==> config.mk <==
export PLATFORM = sky130hd
export DESIGN_NAME = psr_recorder
export DESIGN_NICKNAME = d
export VERILOG_FILES = /design/src/shared/psr_pkg.sv /design/src/rtl/psr_evsync.sv /design/src/rtl/psr_recorder.sv
export SDC_FILE = /design/constraint.sdc
export NUM_CORES = 1
export LEC_CHECK = 0
export BUFFER_PORTS_ARGS = -buffer_cell sky130_fd_sc_hd__buf_4
export CAP_MARGIN = 40
export CORE_ASPECT_RATIO = 1.75
export CORE_MARGIN = 2
export CORE_UTILIZATION = 48
export CTS_CLUSTER_SIZE = 25
export DETAILED_ROUTE_END_ITERATION = 12
export PLACE_DENSITY = 0.69
export RECOVER_POWER = 25
export SLEW_MARGIN = 0
export SYNTH_ARGS = -nofsm -noshare
export SYNTH_HDL_FRONTEND = slang
export SYNTH_SLANG_ARGS = --single-unit
==> constraint.sdc <==
create_clock -name CLOCK_IN -period 8.9 [get_ports CLOCK_IN]
set_clock_uncertainty 0.05 [all_clocks]
set_input_delay 1.335 -clock CLOCK_IN [delete_from_list [all_inputs] [get_ports CLOCK_IN]]
set_output_delay 1.335 -clock CLOCK_IN [all_outputs]
set_load 0.05 [all_outputs]
==> src/shared/psr_pkg.sv <==
package psr_pkg;
   localparam int ADDR_W = 18;
   localparam int DATA_W = 32;
   localparam int REG_W  = 16;

   // Register indices; byte address is four times the index
   localparam logic [15:0] IDX_CTRL    = 16'h4007;
   localparam logic [15:0] IDX_CFG     = 16'h4008;
   localparam logic [15:0] IDX_UV_EN   = 16'h4009;
   localparam logic [15:0] IDX_ON_SRC  = 16'h400E;
   localparam logic [15:0] IDX_OFF_SRC = 16'h400F;
   localparam logic [15:0] IDX_IRQ     = 16'h4012;
   localparam logic [15:0] IDX_MASK    = 16'h401A;

   // Control register fields
   localparam int CTL_CHIP_ON  = 0;
   localparam int CTL_SLEEP    = 1;
   localparam int CTL_SW_RESET = 2;

   // Source record fields
   localparam int STARTUP_FROM_OFF_FLAG_BIT   = 15;
   localparam int ON_RTC_BIT     = 14;
   localparam int ON_GPIO_BIT    = 13;
   localparam int ON_PIN_BIT     = 12;
   localparam int LOW_SUPPLY_WAKE_FLAG_BIT   = 11;
   localparam int ON_WDOG_BIT    = 10;
   localparam int ON_SWREQ_BIT   = 9;
   localparam int RST_CNV_BIT    = 3;
   localparam int RST_SW_BIT     = 2;
   localparam int RST_HW_BIT     = 1;
   localparam int RST_WDOG_BIT   = 0;
   localparam int OFF_INTREG_BIT = 13;
   localparam int OFF_SEQ_BIT    = 12;
   localparam int OFF_GPIO_BIT   = 11;
   localparam int OFF_SUPPLY_BIT = 10;
   localparam int OFF_THERM_BIT  = 9;
   localparam int OFF_SWREQ_BIT  = 6;
   localparam int OFF_PIN_BIT    = 4;

   // Interrupt flag fields
   localparam int IRQ_ON_WAKE   = 0;
   localparam int IRQ_SLEEP_OFF = 1;
   localparam int IRQ_POR       = 2;

   // Values after reset
   localparam logic [REG_W-1:0] MASK_RST = 16'h0007;
   localparam logic [REG_W-1:0] IRQ_RST  = 16'h0000;
   localparam logic [REG_W-1:0] SRC_RST  = 16'h0000;
   localparam logic [8:0]       CFG_RST  = 9'h000;
   localparam logic [14:0]      UVEN_RST = 15'h0000;

   // Action encodings
   localparam logic [1:0] PIN_ACT_ON  = 2'h1;
   localparam logic [1:0] PIN_ACT_OFF = 2'h2;
   localparam logic [1:0] WDOG_WAKE   = 2'h1;
   localparam logic [1:0] WDOG_RESET  = 2'h2;

   typedef enum logic [1:0] {PS_OFF, PS_ON, PS_SLEEP, PS_REBOOT} psr_state_t;

   typedef struct packed {
      logic       syslo_off;
      logic [1:0] wdog_mode;
      logic [1:0] pin_act;
      logic       gpio_wake_en;
      logic       gpio_sleep_en;
      logic       gpio_off_en;
      logic       gpio_on_en;
   } psr_cfg_t;

   typedef struct packed {
      logic        rtc_alarm;
      logic        gpio_on;
      logic        gpio_off;
      logic        gpio_sleep;
      logic        gpio_wake;
      logic        on_pin;
      logic        wdog_timeout;
      logic        supply_low;
      logic        supply_shutdown;
      logic        thermal_shutdown;
      logic        seq_fail;
      logic        intreg_err;
      logic        hw_reset;
      logic        supply_good;
      logic [14:0] cnv_uv;
   } psr_pin_t;

   localparam int PIN_W = $bits(psr_pin_t);
endpackage

==> src/rtl/psr_evsync.sv <==
module psr_evsync
   import psr_pkg::*;
#(
   parameter int W = 1
) (
   // Clock and control
   input  wire logic         clk_in,
   input  wire logic         rst_n_in,
   input  wire logic         ce_in,
   // Asynchronous levels
   input  wire logic [W-1:0] d_in,
   // Synchronised level and rising-edge pulse
   output logic      [W-1:0] lvl_out,
   output logic      [W-1:0] rise_out
);
   logic [W-1:0] meta_reg;
   logic [W-1:0] sync_reg;
   logic [W-1:0] prev_reg;

   genvar i;
   generate
      for (i = 0; i < W; i++) begin : g_bit
         always_ff @(posedge clk_in or negedge rst_n_in) begin
            if (!rst_n_in) begin
               meta_reg[i] <= 1'b0;
               sync_reg[i] <= 1'b0;
               prev_reg[i] <= 1'b0;
            end else if (ce_in) begin
               meta_reg[i] <= d_in[i];
               sync_reg[i] <= meta_reg[i];
               prev_reg[i] <= sync_reg[i];
            end
         end
         assign lvl_out[i]  = sync_reg[i];
         assign rise_out[i] = sync_reg[i] & ~prev_reg[i];
      end
   endgenerate
endmodule

==> src/rtl/psr_recorder.sv <==
module psr_recorder
   import psr_pkg::*;
(
   // Clock, reset, enable
   input  wire logic              CLOCK_IN,
   input  wire logic              RSTN_IN,
   input  wire logic              CE_IN,
   // APB slave
   input  wire logic              PSEL_IN,
   input  wire logic              PENABLE_IN,
   input  wire logic              PWRITE_IN,
   input  wire logic [ADDR_W-1:0] PADDR_IN,
   input  wire logic [DATA_W-1:0] PWDATA_IN,
   output logic      [DATA_W-1:0] PRDATA_OUT,
   output logic                   PREADY_OUT,
   output logic                   PSLVERR_OUT,
   // Event sources, asynchronous levels
   input  wire psr_pin_t          EVENTS_IN,
   // Power state and primary interrupt
   output psr_state_t             POWER_STATE_OUT,
   output logic                   IRQ_OUT
);
   logic       rst_meta_reg;
   logic       rst_n;
   logic [PIN_W-1:0] lvl_vec;
   logic [PIN_W-1:0] rise_vec;
   psr_pin_t   lv;
   psr_pin_t   ev;

   psr_state_t       state_reg, state_next;
   psr_cfg_t         cfg_reg;
   logic [14:0]      uv_en_reg;
   logic [REG_W-1:0] on_src_reg, on_src_next;
   logic [REG_W-1:0] off_src_reg, off_src_next;
   logic [REG_W-1:0] irq_reg, irq_next;
   logic [REG_W-1:0] mask_reg;
   logic             por_done_reg;
   logic             irq_out_reg;
   logic [DATA_W-1:0] rdata_reg;
   logic             rd_valid_reg;

   // Reset release through two flops; assertion stays asynchronous
   always_ff @(posedge CLOCK_IN or negedge RSTN_IN) begin
      if (!RSTN_IN) begin
         rst_meta_reg <= 1'b0;
         rst_n        <= 1'b0;
      end else begin
         rst_meta_reg <= 1'b1;
         rst_n        <= rst_meta_reg;
      end
   end

   psr_evsync #(.W(PIN_W)) u_sync (
      .clk_in   (CLOCK_IN),
      .rst_n_in (rst_n),
      .ce_in    (CE_IN),
      .d_in     (EVENTS_IN),
      .lvl_out  (lvl_vec),
      .rise_out (rise_vec)
   );
   assign lv = psr_pin_t'(lvl_vec);
   assign ev = psr_pin_t'(rise_vec);

   // Bus decode
   wire [15:0] idx      = PADDR_IN[ADDR_W-1:2];
   wire hit_ctrl        = (idx == IDX_CTRL);
   wire hit_cfg         = (idx == IDX_CFG);
   wire hit_uven        = (idx == IDX_UV_EN);
   wire hit_on          = (idx == IDX_ON_SRC);
   wire hit_off         = (idx == IDX_OFF_SRC);
   wire hit_irq         = (idx == IDX_IRQ);
   wire hit_mask        = (idx == IDX_MASK);
   wire hit_any         = (PADDR_IN[1:0] == 2'h0) &
                          (hit_ctrl | hit_cfg | hit_uven | hit_on | hit_off | hit_irq | hit_mask);
   wire access          = PSEL_IN & PENABLE_IN & CE_IN;
   wire wr              = access & PWRITE_IN & hit_any;
   wire [REG_W-1:0] wd  = PWDATA_IN[REG_W-1:0];

   // Power state decode
   wire st_off   = (state_reg == PS_OFF);
   wire st_on    = (state_reg == PS_ON);
   wire st_sleep = (state_reg == PS_SLEEP);
   wire st_live  = st_on | st_sleep;

   // Software requests through the control register
   wire wr_ctrl  = wr & hit_ctrl;
   wire sw_off   = wr_ctrl & ~wd[CTL_CHIP_ON] & st_live;
   wire sw_sleep = wr_ctrl & wd[CTL_SLEEP] & st_on;
   wire sw_wake  = wr_ctrl & ~wd[CTL_SLEEP] & st_sleep;
   wire sw_rst   = wr_ctrl & wd[CTL_SW_RESET] & st_live;

   // Configured request decode
   wire pin_on_hit    = ev.on_pin & (cfg_reg.pin_act == PIN_ACT_ON);
   wire pin_off_hit   = ev.on_pin & (cfg_reg.pin_act == PIN_ACT_OFF);
   wire gpio_on_hit   = ev.gpio_on & cfg_reg.gpio_on_en;
   wire gpio_off_hit  = ev.gpio_off & cfg_reg.gpio_off_en;
   wire gpio_slp_hit  = ev.gpio_sleep & cfg_reg.gpio_sleep_en;
   wire gpio_wake_hit = ev.gpio_wake & cfg_reg.gpio_wake_en;
   wire wdog_wake_hit = ev.wdog_timeout & (cfg_reg.wdog_mode == WDOG_WAKE);
   wire wdog_rst_hit  = ev.wdog_timeout & (cfg_reg.wdog_mode == WDOG_RESET);
   wire syslo_off_hit = ev.supply_low & cfg_reg.syslo_off;
   wire syslo_wk_hit  = ev.supply_low & ~cfg_reg.syslo_off;
   wire cnv_uv_hit    = |(ev.cnv_uv & uv_en_reg);

   // Cause vectors for the off, reboot, wake and on transitions; sleep has none
   logic [REG_W-1:0] off_c, rb_c, wake_c, on_c;
   always_comb begin
      off_c = '0;
      off_c[OFF_SWREQ_BIT]  = sw_off;
      off_c[OFF_PIN_BIT]    = pin_off_hit;
      off_c[OFF_THERM_BIT]  = ev.thermal_shutdown;
      off_c[OFF_SUPPLY_BIT] = ev.supply_shutdown | syslo_off_hit;
      off_c[OFF_GPIO_BIT]   = gpio_off_hit;
      off_c[OFF_SEQ_BIT]    = ev.seq_fail;
      off_c[OFF_INTREG_BIT] = ev.intreg_err;
      if (!st_live) off_c = '0;
      rb_c = '0;
      rb_c[RST_WDOG_BIT] = wdog_rst_hit;
      rb_c[RST_HW_BIT]   = ev.hw_reset;
      rb_c[RST_SW_BIT]   = sw_rst;
      rb_c[RST_CNV_BIT]  = cnv_uv_hit;
      if (!st_live) rb_c = '0;
      wake_c = '0;
      wake_c[ON_SWREQ_BIT] = sw_wake;
      wake_c[ON_WDOG_BIT]  = wdog_wake_hit;
      wake_c[ON_RTC_BIT]   = ev.rtc_alarm;
      wake_c[ON_GPIO_BIT]  = gpio_wake_hit | gpio_on_hit;
      wake_c[LOW_SUPPLY_WAKE_FLAG_BIT] = syslo_wk_hit;
      wake_c[ON_PIN_BIT]   = pin_on_hit;
      if (!st_sleep) wake_c = '0;
      on_c = '0;
      on_c[ON_RTC_BIT]  = ev.rtc_alarm;
      on_c[ON_GPIO_BIT] = gpio_on_hit;
      on_c[ON_PIN_BIT]  = pin_on_hit;
      on_c[STARTUP_FROM_OFF_FLAG_BIT] = |on_c;
      if (!(st_off && lv.supply_good)) on_c = '0;
   end

   // Priority: shutdown, then reboot, then wake, then sleep
   wire take_off   = |off_c;
   wire take_rb    = ~take_off & (|rb_c);
   wire take_wake  = ~take_off & ~take_rb & (|wake_c);
   wire take_on    = |on_c;
   wire take_sleep = ~take_off & ~take_rb & st_on & (sw_sleep | gpio_slp_hit);
   wire rb_done    = (state_reg == PS_REBOOT) & lv.supply_good;

   always_comb begin
      state_next = state_reg;
      unique case (state_reg)
         PS_OFF:    if (take_on) state_next = PS_ON;
         PS_ON: begin
            if (take_off) state_next = PS_OFF;
            else if (take_rb) state_next = PS_REBOOT;
            else if (take_sleep) state_next = PS_SLEEP;
         end
         PS_SLEEP: begin
            if (take_off) state_next = PS_OFF;
            else if (take_rb) state_next = PS_REBOOT;
            else if (take_wake) state_next = PS_ON;
         end
         PS_REBOOT: if (rb_done) state_next = PS_ON;
      endcase
   end

   // Records hold only the latest event of their kind
   assign on_src_next  = take_on ? on_c :
                         take_wake ? wake_c :
                         take_rb ? rb_c : on_src_reg;
   assign off_src_next = take_off ? off_c : off_src_reg;

   // Hardware set beats a simultaneous software clear
   wire entering_on  = (state_next == PS_ON) & ~st_on;
   wire entering_low = (state_next != PS_ON) & st_on |
                       (state_next == PS_OFF) & ~st_off |
                       (state_next == PS_REBOOT) & (state_reg != PS_REBOOT);
   wire [REG_W-1:0] irq_set = {13'h0000, ~por_done_reg, entering_low, entering_on};
   wire [REG_W-1:0] irq_clr = (wr & hit_irq) ? wd : '0;
   assign irq_next = (irq_reg & ~irq_clr) | irq_set;

   wire [REG_W-1:0] unmasked = irq_reg & ~mask_reg;

   always_ff @(posedge CLOCK_IN or negedge rst_n) begin
      if (!rst_n) begin
         state_reg    <= PS_OFF;
         on_src_reg   <= SRC_RST;
         off_src_reg  <= SRC_RST;
         irq_reg      <= IRQ_RST;
         por_done_reg <= 1'b0;
         irq_out_reg  <= 1'b0;
      end else if (CE_IN) begin
         state_reg    <= state_next;
         on_src_reg   <= on_src_next;
         off_src_reg  <= off_src_next;
         irq_reg      <= irq_next;
         por_done_reg <= 1'b1;
         irq_out_reg  <= |unmasked;
      end
   end

   // Software-owned configuration
   always_ff @(posedge CLOCK_IN or negedge rst_n) begin
      if (!rst_n) begin
         cfg_reg   <= psr_cfg_t'(CFG_RST);
         uv_en_reg <= UVEN_RST;
         mask_reg  <= MASK_RST;
      end else begin
         if (wr & hit_cfg) cfg_reg <= psr_cfg_t'(wd[8:0]);
         if (wr & hit_uven) uv_en_reg <= wd[14:0];
         if (wr & hit_mask) mask_reg <= {13'h0000, wd[2:0]};
      end
   end

   // Read data leaves a flop; a setup cycle that fell while frozen
   // is captured late, and ready is held back until it is
   wire [REG_W-1:0] ctrl_view = {13'h0000, 1'b0, st_sleep, ~st_off};
   wire [REG_W-1:0] rd_mux =
      hit_ctrl ? ctrl_view :
      hit_cfg  ? {7'h00, cfg_reg} :
      hit_uven ? {1'b0, uv_en_reg} :
      hit_on   ? on_src_reg :
      hit_off  ? off_src_reg :
      hit_irq  ? irq_reg :
      hit_mask ? mask_reg : '0;

   wire rd_capture = CE_IN & PSEL_IN & ~PWRITE_IN & ~rd_valid_reg;
   wire bus_done   = PSEL_IN & PENABLE_IN & PREADY_OUT;

   always_ff @(posedge CLOCK_IN or negedge rst_n) begin
      if (!rst_n) rdata_reg <= '0;
      else if (rd_capture) rdata_reg <= {16'h0000, hit_any ? rd_mux : 16'h0000};
   end

   always_ff @(posedge CLOCK_IN or negedge rst_n) begin
      if (!rst_n) rd_valid_reg <= 1'b0;
      else if (CE_IN) rd_valid_reg <= ~bus_done & (rd_valid_reg | rd_capture);
   end

   assign PRDATA_OUT      = rdata_reg;
   assign PREADY_OUT      = CE_IN & (PWRITE_IN | rd_valid_reg);
   assign PSLVERR_OUT     = PSEL_IN & PENABLE_IN & ~hit_any;
   assign POWER_STATE_OUT = state_reg;
   assign IRQ_OUT         = irq_out_reg;
endmodule

==> impl_metrics.py, run 1 <==
metrics = {
    "die": {
        "core_sq_um": 15800,
        "ios": 122,
        "start_util_pct": 48.69,
        "dieArea_sq_um": 17090,
        "rows": 61,
        "dieWidth_um": 99.70,
        "die_y_um": 171.5,
    },
    "clock_tree": {
        "clk_pin_slew_ps": 80,
        "clockRootBuffer": "clkbuf_16",
        "cts_sinks": 170,
        "cts_inserted_buffers": 17,
        "cts_hold_buf": 0,
        "clock_latency_ps": 430,
        "htree_levels": 4,
        "post_cts_resized": 0,
        "post-cts-setup-buffer-count": 0,
        "clock_path_buffers": 2,
        "cts_tree": "built",
    },
    "sta": {
        "slew_headroom_pct": -120.6,
        "tightest_slew_ps": 3310,
        "rsz0062_at_grt": "false",
        "period_share_pct": 61.59,
        "setup_tns_ps": 0,
        "hold_viol": 0,
        "period_minus_slack_ps": 5482,
        "fmax_ghz": 0.1824,
        "setup-violations-final": 0,
        "drv_slew": 150,
    },
    "setup_path": {
        "path_max_fanout": 38,
        "critPathCaptureType": "output port",
        "cp.required_ps": 7520,
        "path_class": "in -> out",
        "arrival_ps": 4100,
        "worstSetupStartpointType": "primary input",
    },
    "global_route": {
        "grt_util_all_layers_pct": 22.72,
        "grt_pass1_vias": 5492,
        "antenna_found_initial": 0,
        "grt_pass1_wl_um": 29680,
        "grt_max_degree": 64,
        "overflow": 0,
    },
    "finish": {
        "final_cells": 932,
        "area_delta_synth_final_pct": 18.05,
        "multi_input_area_sq_um": 3247,
        "seqCellArea_sq_um": 4258,
        "nNetsFinal": 820,
        "fill_cells": 1310,
        "layout-drive-gt1-share_pct": 34.19,
        "antennaDiodeCount": 0,
    },
    "run_status": {
        "outcome": "complete, but fails checks",
        "violations": "max-capacitance violations, max-slew violations",
    },
    "logic_synthesis": {
        "synth_edf_count": 0,
        "synthAdderAreaFrac_pct": 0.8133,
        "netlist_instances": 640,
        "ys_ff_latch": 170,
        "async_flop_share_pct": 100.0,
        "synth_most_common_cell": "dfrtp_1",
        "synth_xor_xnor_area_share_pct": 0,
        "yosysWarnings": 0,
        "muxShareOfSynthArea_pct": 17.08,
        "seq_area_frac_synth_pct": 55.35,
        "syn_avg_cell_area_sq_um": 12.02,
        "ys.flop_type": "dfrtp_1",
        "yosysUniqueCellTypes": 69,
        "synth-simple-area-share_pct": 11.50,
        "synth_common_cells": "dfrtp_1 (167), mux2_2 (113), nand2_1 (86)",
        "synth_area_sq_um": 7692,
        "synth-compound-area-share_pct": 11.91,
        "synth_area_leaders": "dfrtp_1 (54%), mux2_2 (17%), nand2_1 (4.2%)",
        "yosys.area.top_type": "dfrtp_1",
        "synth_top_area_share_pct": 54.33,
        "synth_top_family_by_area": "multiplexers",
    },
    "detailed_routing": {
        "firstDrtPassIters": 6,
        "drc": 0,
        "routed_wl_um": 18500,
        "avgRoutedWirePerCell_um": 19.85,
        "vias": 5428,
        "vias_per_cell": 5.824,
        "drtIter0Drc": 276,
        "drtAntennaViolNets": 0,
    },
    "job": {
        "cap_violations": 3,
    },
    "place": {
        "io_buffers": 89,
        "hpwl_um": 13850,
        "dp_cells": 900,
        "routabilityCongestion": 0.9100,
    },
    "power_and_ir_drop": {
        "irDropWorstVdd_uv": 119.4,
        "power.leakage_nw": 4.082,
        "pwr_density_cell_nw_per_um2": 223.8,
    },
    "hold_path": {
        "holdCritPathClass": "reg -> reg",
    },
}
-- stage by stage --
stage | power, mW | setup slack, ps | utilization (%) | hold slack, ps | instance area (sq um)
final | 2.033 | 3418 | 57.48 | 305.9 | 9081
after CTS | 2.046 | 4240 | 57.57 | 307.5 | 9096
after detailed placement | 1.318 | 4257 | 53.77 | 288.7 | 8496
after global routing | 2.133 | 2835 | 57.48 | 321.7 | 9081
after global placement | 1.300 | 4255 | 53.73 | 287.9 | 8488
after floorplan | 1.194 | 3768 | - | 281.2 | 7749
-- area by class of cell --
class / count / area share [%]
well taps: 189 / 2.604
inverters: 12 / 0.4960
clock buffers: 17 / 4.684
multi-input cells: 435 / 35.75
repair buffers: 94 / 7.647
flip-flops and latches: 170 / 46.89
clock inverters: 15 / 1.929
-- power breakdown --
group	switching (mW)	leakage (nW)	total [mW]	internal, mW
clock	0.349	0.294	0.728	0.379
combinational	0.236	1.65	0.396	0.159
sequential	0.0579	2.14	0.909	0.851
total	0.643	4.08	2.03	1.39
-- final timing paths --
kind	end	cells past startpoint	slack, ps	startpoint
max	PREADY_OUT	4	3420	CE_IN
min	rst_n	0	310	rst_meta_reg
max reg2reg	cfg_reg[7]	2	3890	rst_n
min reg2reg	rst_n	0	310	rst_meta_reg
max in group asynchronous	cfg_reg[7]	2	3890	rst_n
min in group asynchronous	rst_n	1	620	RSTN_IN
-- cells by family after synthesis --
logic type	count (synthesis)
buffers and inverters	50
AOI/OAI and AO/OA	122
muxes	117
DFF	170
adders and majority gates	5
other	2
and+or+nand+nor	174
-- critical path, cell delays in order --
cell and delay [ps]:
clkbuf_1 1520, inv_1 720, nor2_1 260, buf_4 220
-- layer usage --
| layer | routed length (um) | share of wire [%] | up-vias | track usage (%) |
|---|---|---|---|---|
| met5 | 0 | 0 | - | 0 |
| met4 | 585 | 3.2 | 0 | 8.338 |
| met3 | 733 | 4.0 | 34 | 3.820 |
| met2 | 10130 | 55 | 182 | 41.36 |
| met1 | 7051 | 38 | 2706 | 26.65 |
| li1 | - | - | 2506 | - |
-- cells in the final DEF (no fill, tap or decap), drive strengths merged, types with 6 or more instances in the layout --
master	instances
a21boi	14
a21o	8
a311oi	6
and2	8
buf	91
clkbuf	20
clkinv	8
conb	17
dfrtp	167
inv	19
mux2	114
nand2	86
nand3	7
nor2	22
nor2b	6
nor4	8
o21ai	26
o22ai	12
o31ai	9
No activity file was read; power rests on OpenSTA's default activity.
==> inputs of run 2 (changes only) <==
--- a/config.mk
+++ b/config.mk
@@ -12,7 +12,7 @@
 export CORE_UTILIZATION = 48
 export CTS_CLUSTER_SIZE = 25
 export DETAILED_ROUTE_END_ITERATION = 12
-export PLACE_DENSITY = 0.69
+export PLACE_DENSITY = 0.72
 export RECOVER_POWER = 25
 export SLEW_MARGIN = 0
 export SYNTH_ARGS = -nofsm -noshare
==> constraint.sdc (replaced) <==
create_clock -name CLOCK_IN -period 4.4 [get_ports CLOCK_IN]
set_clock_uncertainty 0.05 [all_clocks]
set_input_delay 0.66 -clock CLOCK_IN [delete_from_list [all_inputs] [get_ports CLOCK_IN]]
set_output_delay 0.66 -clock CLOCK_IN [all_outputs]
set_load 0.05 [all_outputs]
==> run 2 against run 1 <==
Effect of this change:
- the flow still finishes with violations (max-capacitance violations, max-slew violations)
- critical path depth up 6
- first-iteration DRC count up 29%
- flip-flop and latch count unchanged
- highest routed layer unchanged
==> impl_metrics.py, run 2 (synthesis results as in run 1) <==
metrics = {
    "clock_tree": {
        "htree_levels": 4,
        "post_cts_resized": 0,
        "clockRootBuffer": "clkbuf_16",
        "cts_sinks": 170,
        "clk_pin_slew_ps": 70,
        "clock_latency_ps": 430,
        "cts_tree": "built",
        "cts_inserted_buffers": 17,
        "clock_path_buffers": 2,
    },
    "power_and_ir_drop": {
        "pwr_density_cell_nw_per_um2": 451.7,
        "irDropWorstVdd_uv": 211.6,
        "power.leakage_nw": 4.117,
    },
    "setup_path": {
        "path_max_fanout": 9,
        "r2r_start": "POWER_STATE_OUT[1]",
        "worstSetupStartpointType": "flop",
        "arrival_ps": 3740,
        "worstSetupStartpoint": "POWER_STATE_OUT[1]",
        "reg2reg_slack_ps": 920,
        "crit_end": "irq_reg[0]",
        "ff2ff_path_depth": 10,
        "r2r-end": "irq_reg[0]",
        "path_class": "reg -> reg",
        "critPathCaptureType": "flop",
        "cp.required_ps": 4660,
    },
    "detailed_routing": {
        "routed_wl_um": 18620,
        "vias_per_cell": 5.822,
        "drtAntennaViolNets": 0,
        "avgRoutedWirePerCell_um": 19.87,
        "vias": 5455,
        "drtIter0Drc": 356,
        "drc": 0,
        "firstDrtPassIters": 4,
    },
    "die": {
        "start_util_pct": 48.69,
        "dieArea_sq_um": 17090,
        "ios": 122,
        "rows": 61,
        "core_sq_um": 15800,
        "die_y_um": 171.5,
        "dieWidth_um": 99.70,
    },
    "sta": {
        "setup_ws_ps": 917.7,
        "period_share_pct": 79.14,
        "rsz0062_at_grt": "false",
        "fmax_ghz": 0.2872,
        "period_minus_slack_ps": 3482,
        "setup-violations-final": 0,
        "hold_viol": 0,
        "drv_slew": 70,
        "hold_slack_ps": 45.06,
        "tightest_slew_ps": 3013,
        "slew_headroom_pct": -100.8,
        "setup_tns_ps": 0,
    },
    "job": {
        "cap_violations": 1,
    },
    "finish": {
        "final_cells": 937,
        "fin_util_pct": 57.88,
        "fill_cells": 1315,
        "final_common_cell": "dfrtp_1",
        "layout-drive-gt1-share_pct": 34.36,
        "antennaDiodeCount": 0,
        "nNetsFinal": 825,
        "area_delta_synth_final_pct": 18.87,
        "final_cell_mix": "dfrtp_1 (166), mux2_2 (113), buf_4 (93)",
    },
    "global_route": {
        "grt_util_all_layers_pct": 22.67,
        "grt_pass1_wl_um": 29510,
        "grt_pass1_vias": 5471,
        "antenna_found_initial": 0,
        "grt_max_degree": 97,
        "overflow": 0,
    },
    "hold_path": {
        "holdCritPathClass": "reg -> async",
    },
    "place": {
        "dp_slack_ps": 789.2,
        "hpwl_um": 13840,
        "routabilityCongestion": 0.9007,
        "io_buffers": 89,
        "dp_cells": 904,
    },
    "run_status": {
        "violations": "max-capacitance violations, max-slew violations",
        "outcome": "complete, but fails checks",
    },
}
run 2: where the power goes:
part / internal [mW] / switching (mW) / total [mW]
Combinational: 0.328 / 0.473 / 0.801
Clock: 0.771 / 0.723 / 1.49
Sequential: 1.72 / 0.114 / 1.84
run 2: worst min-delay path by stage:
stage	from	end
finish	rst_n	u_sync.meta_reg[1]
global route	rst_n	u_sync.meta_reg[1]
CTS	rst_n	u_sync.meta_reg[15]
detailed placement	rst_n	u_sync.meta_reg[15]
global placement	rst_meta_reg	rst_n
floorplan	rst_meta_reg	rst_n
run 2: metal layers:
metal / vias to the layer above / GRT usage (%) / wire [um] / share of wire, %
met5: - / 0 / 0 / 0
met4: 0 / 11.02 / 778 / 4.2
met3: 38 / 4.145 / 722 / 3.9
met2: 163 / 40.45 / 10040 / 54
met1: 2744 / 25.92 / 7080 / 38
li1: 2510 / - / - / -
run 2: stage by stage:
stage | total power, mW | area [sq um]
final | 4.130 | 9144
after global routing | 4.322 | 9144
after CTS | 4.162 | 9170
after detailed placement | 2.661 | 8558
after global placement | 2.629 | 8523
after floorplan | 2.416 | 7750
run 2: critical path, cell delays in order (launching register included):
cell and delay (ps):
dfrtp_1 530, inv_1 130, ha_1 510, inv_1 240, nor4b_1 530, a221oi_2 190, o41ai_4 150, o21ai_1 140
a41o_1 270, o311a_1 370, a32o_1 270
run 2: final cells by class:
cell class | count | area (sq um) | area share, %
clock inverter | 14 | 172.7 | 1.888
tap | 189 | 236.5 | 2.586
timing repair buffer | 99 | 752.0 | 8.224
sequential | 170 | 4262 | 46.61
inverter | 12 | 45.04 | 0.4926
multi-input combinational | 435 | 3247 | 35.51
clock buffer | 18 | 429.2 | 4.693
run 2: timing repair:
| action | 4_1_cts | 5_1_grt |
|---|---|---|
| hold endpoints to repair | 2 | 0 |
| buffers inserted | 0 | 0 |
| endpoints found under the setup margin | 0 | 0 |
| hold buffers | 1 | 0 |
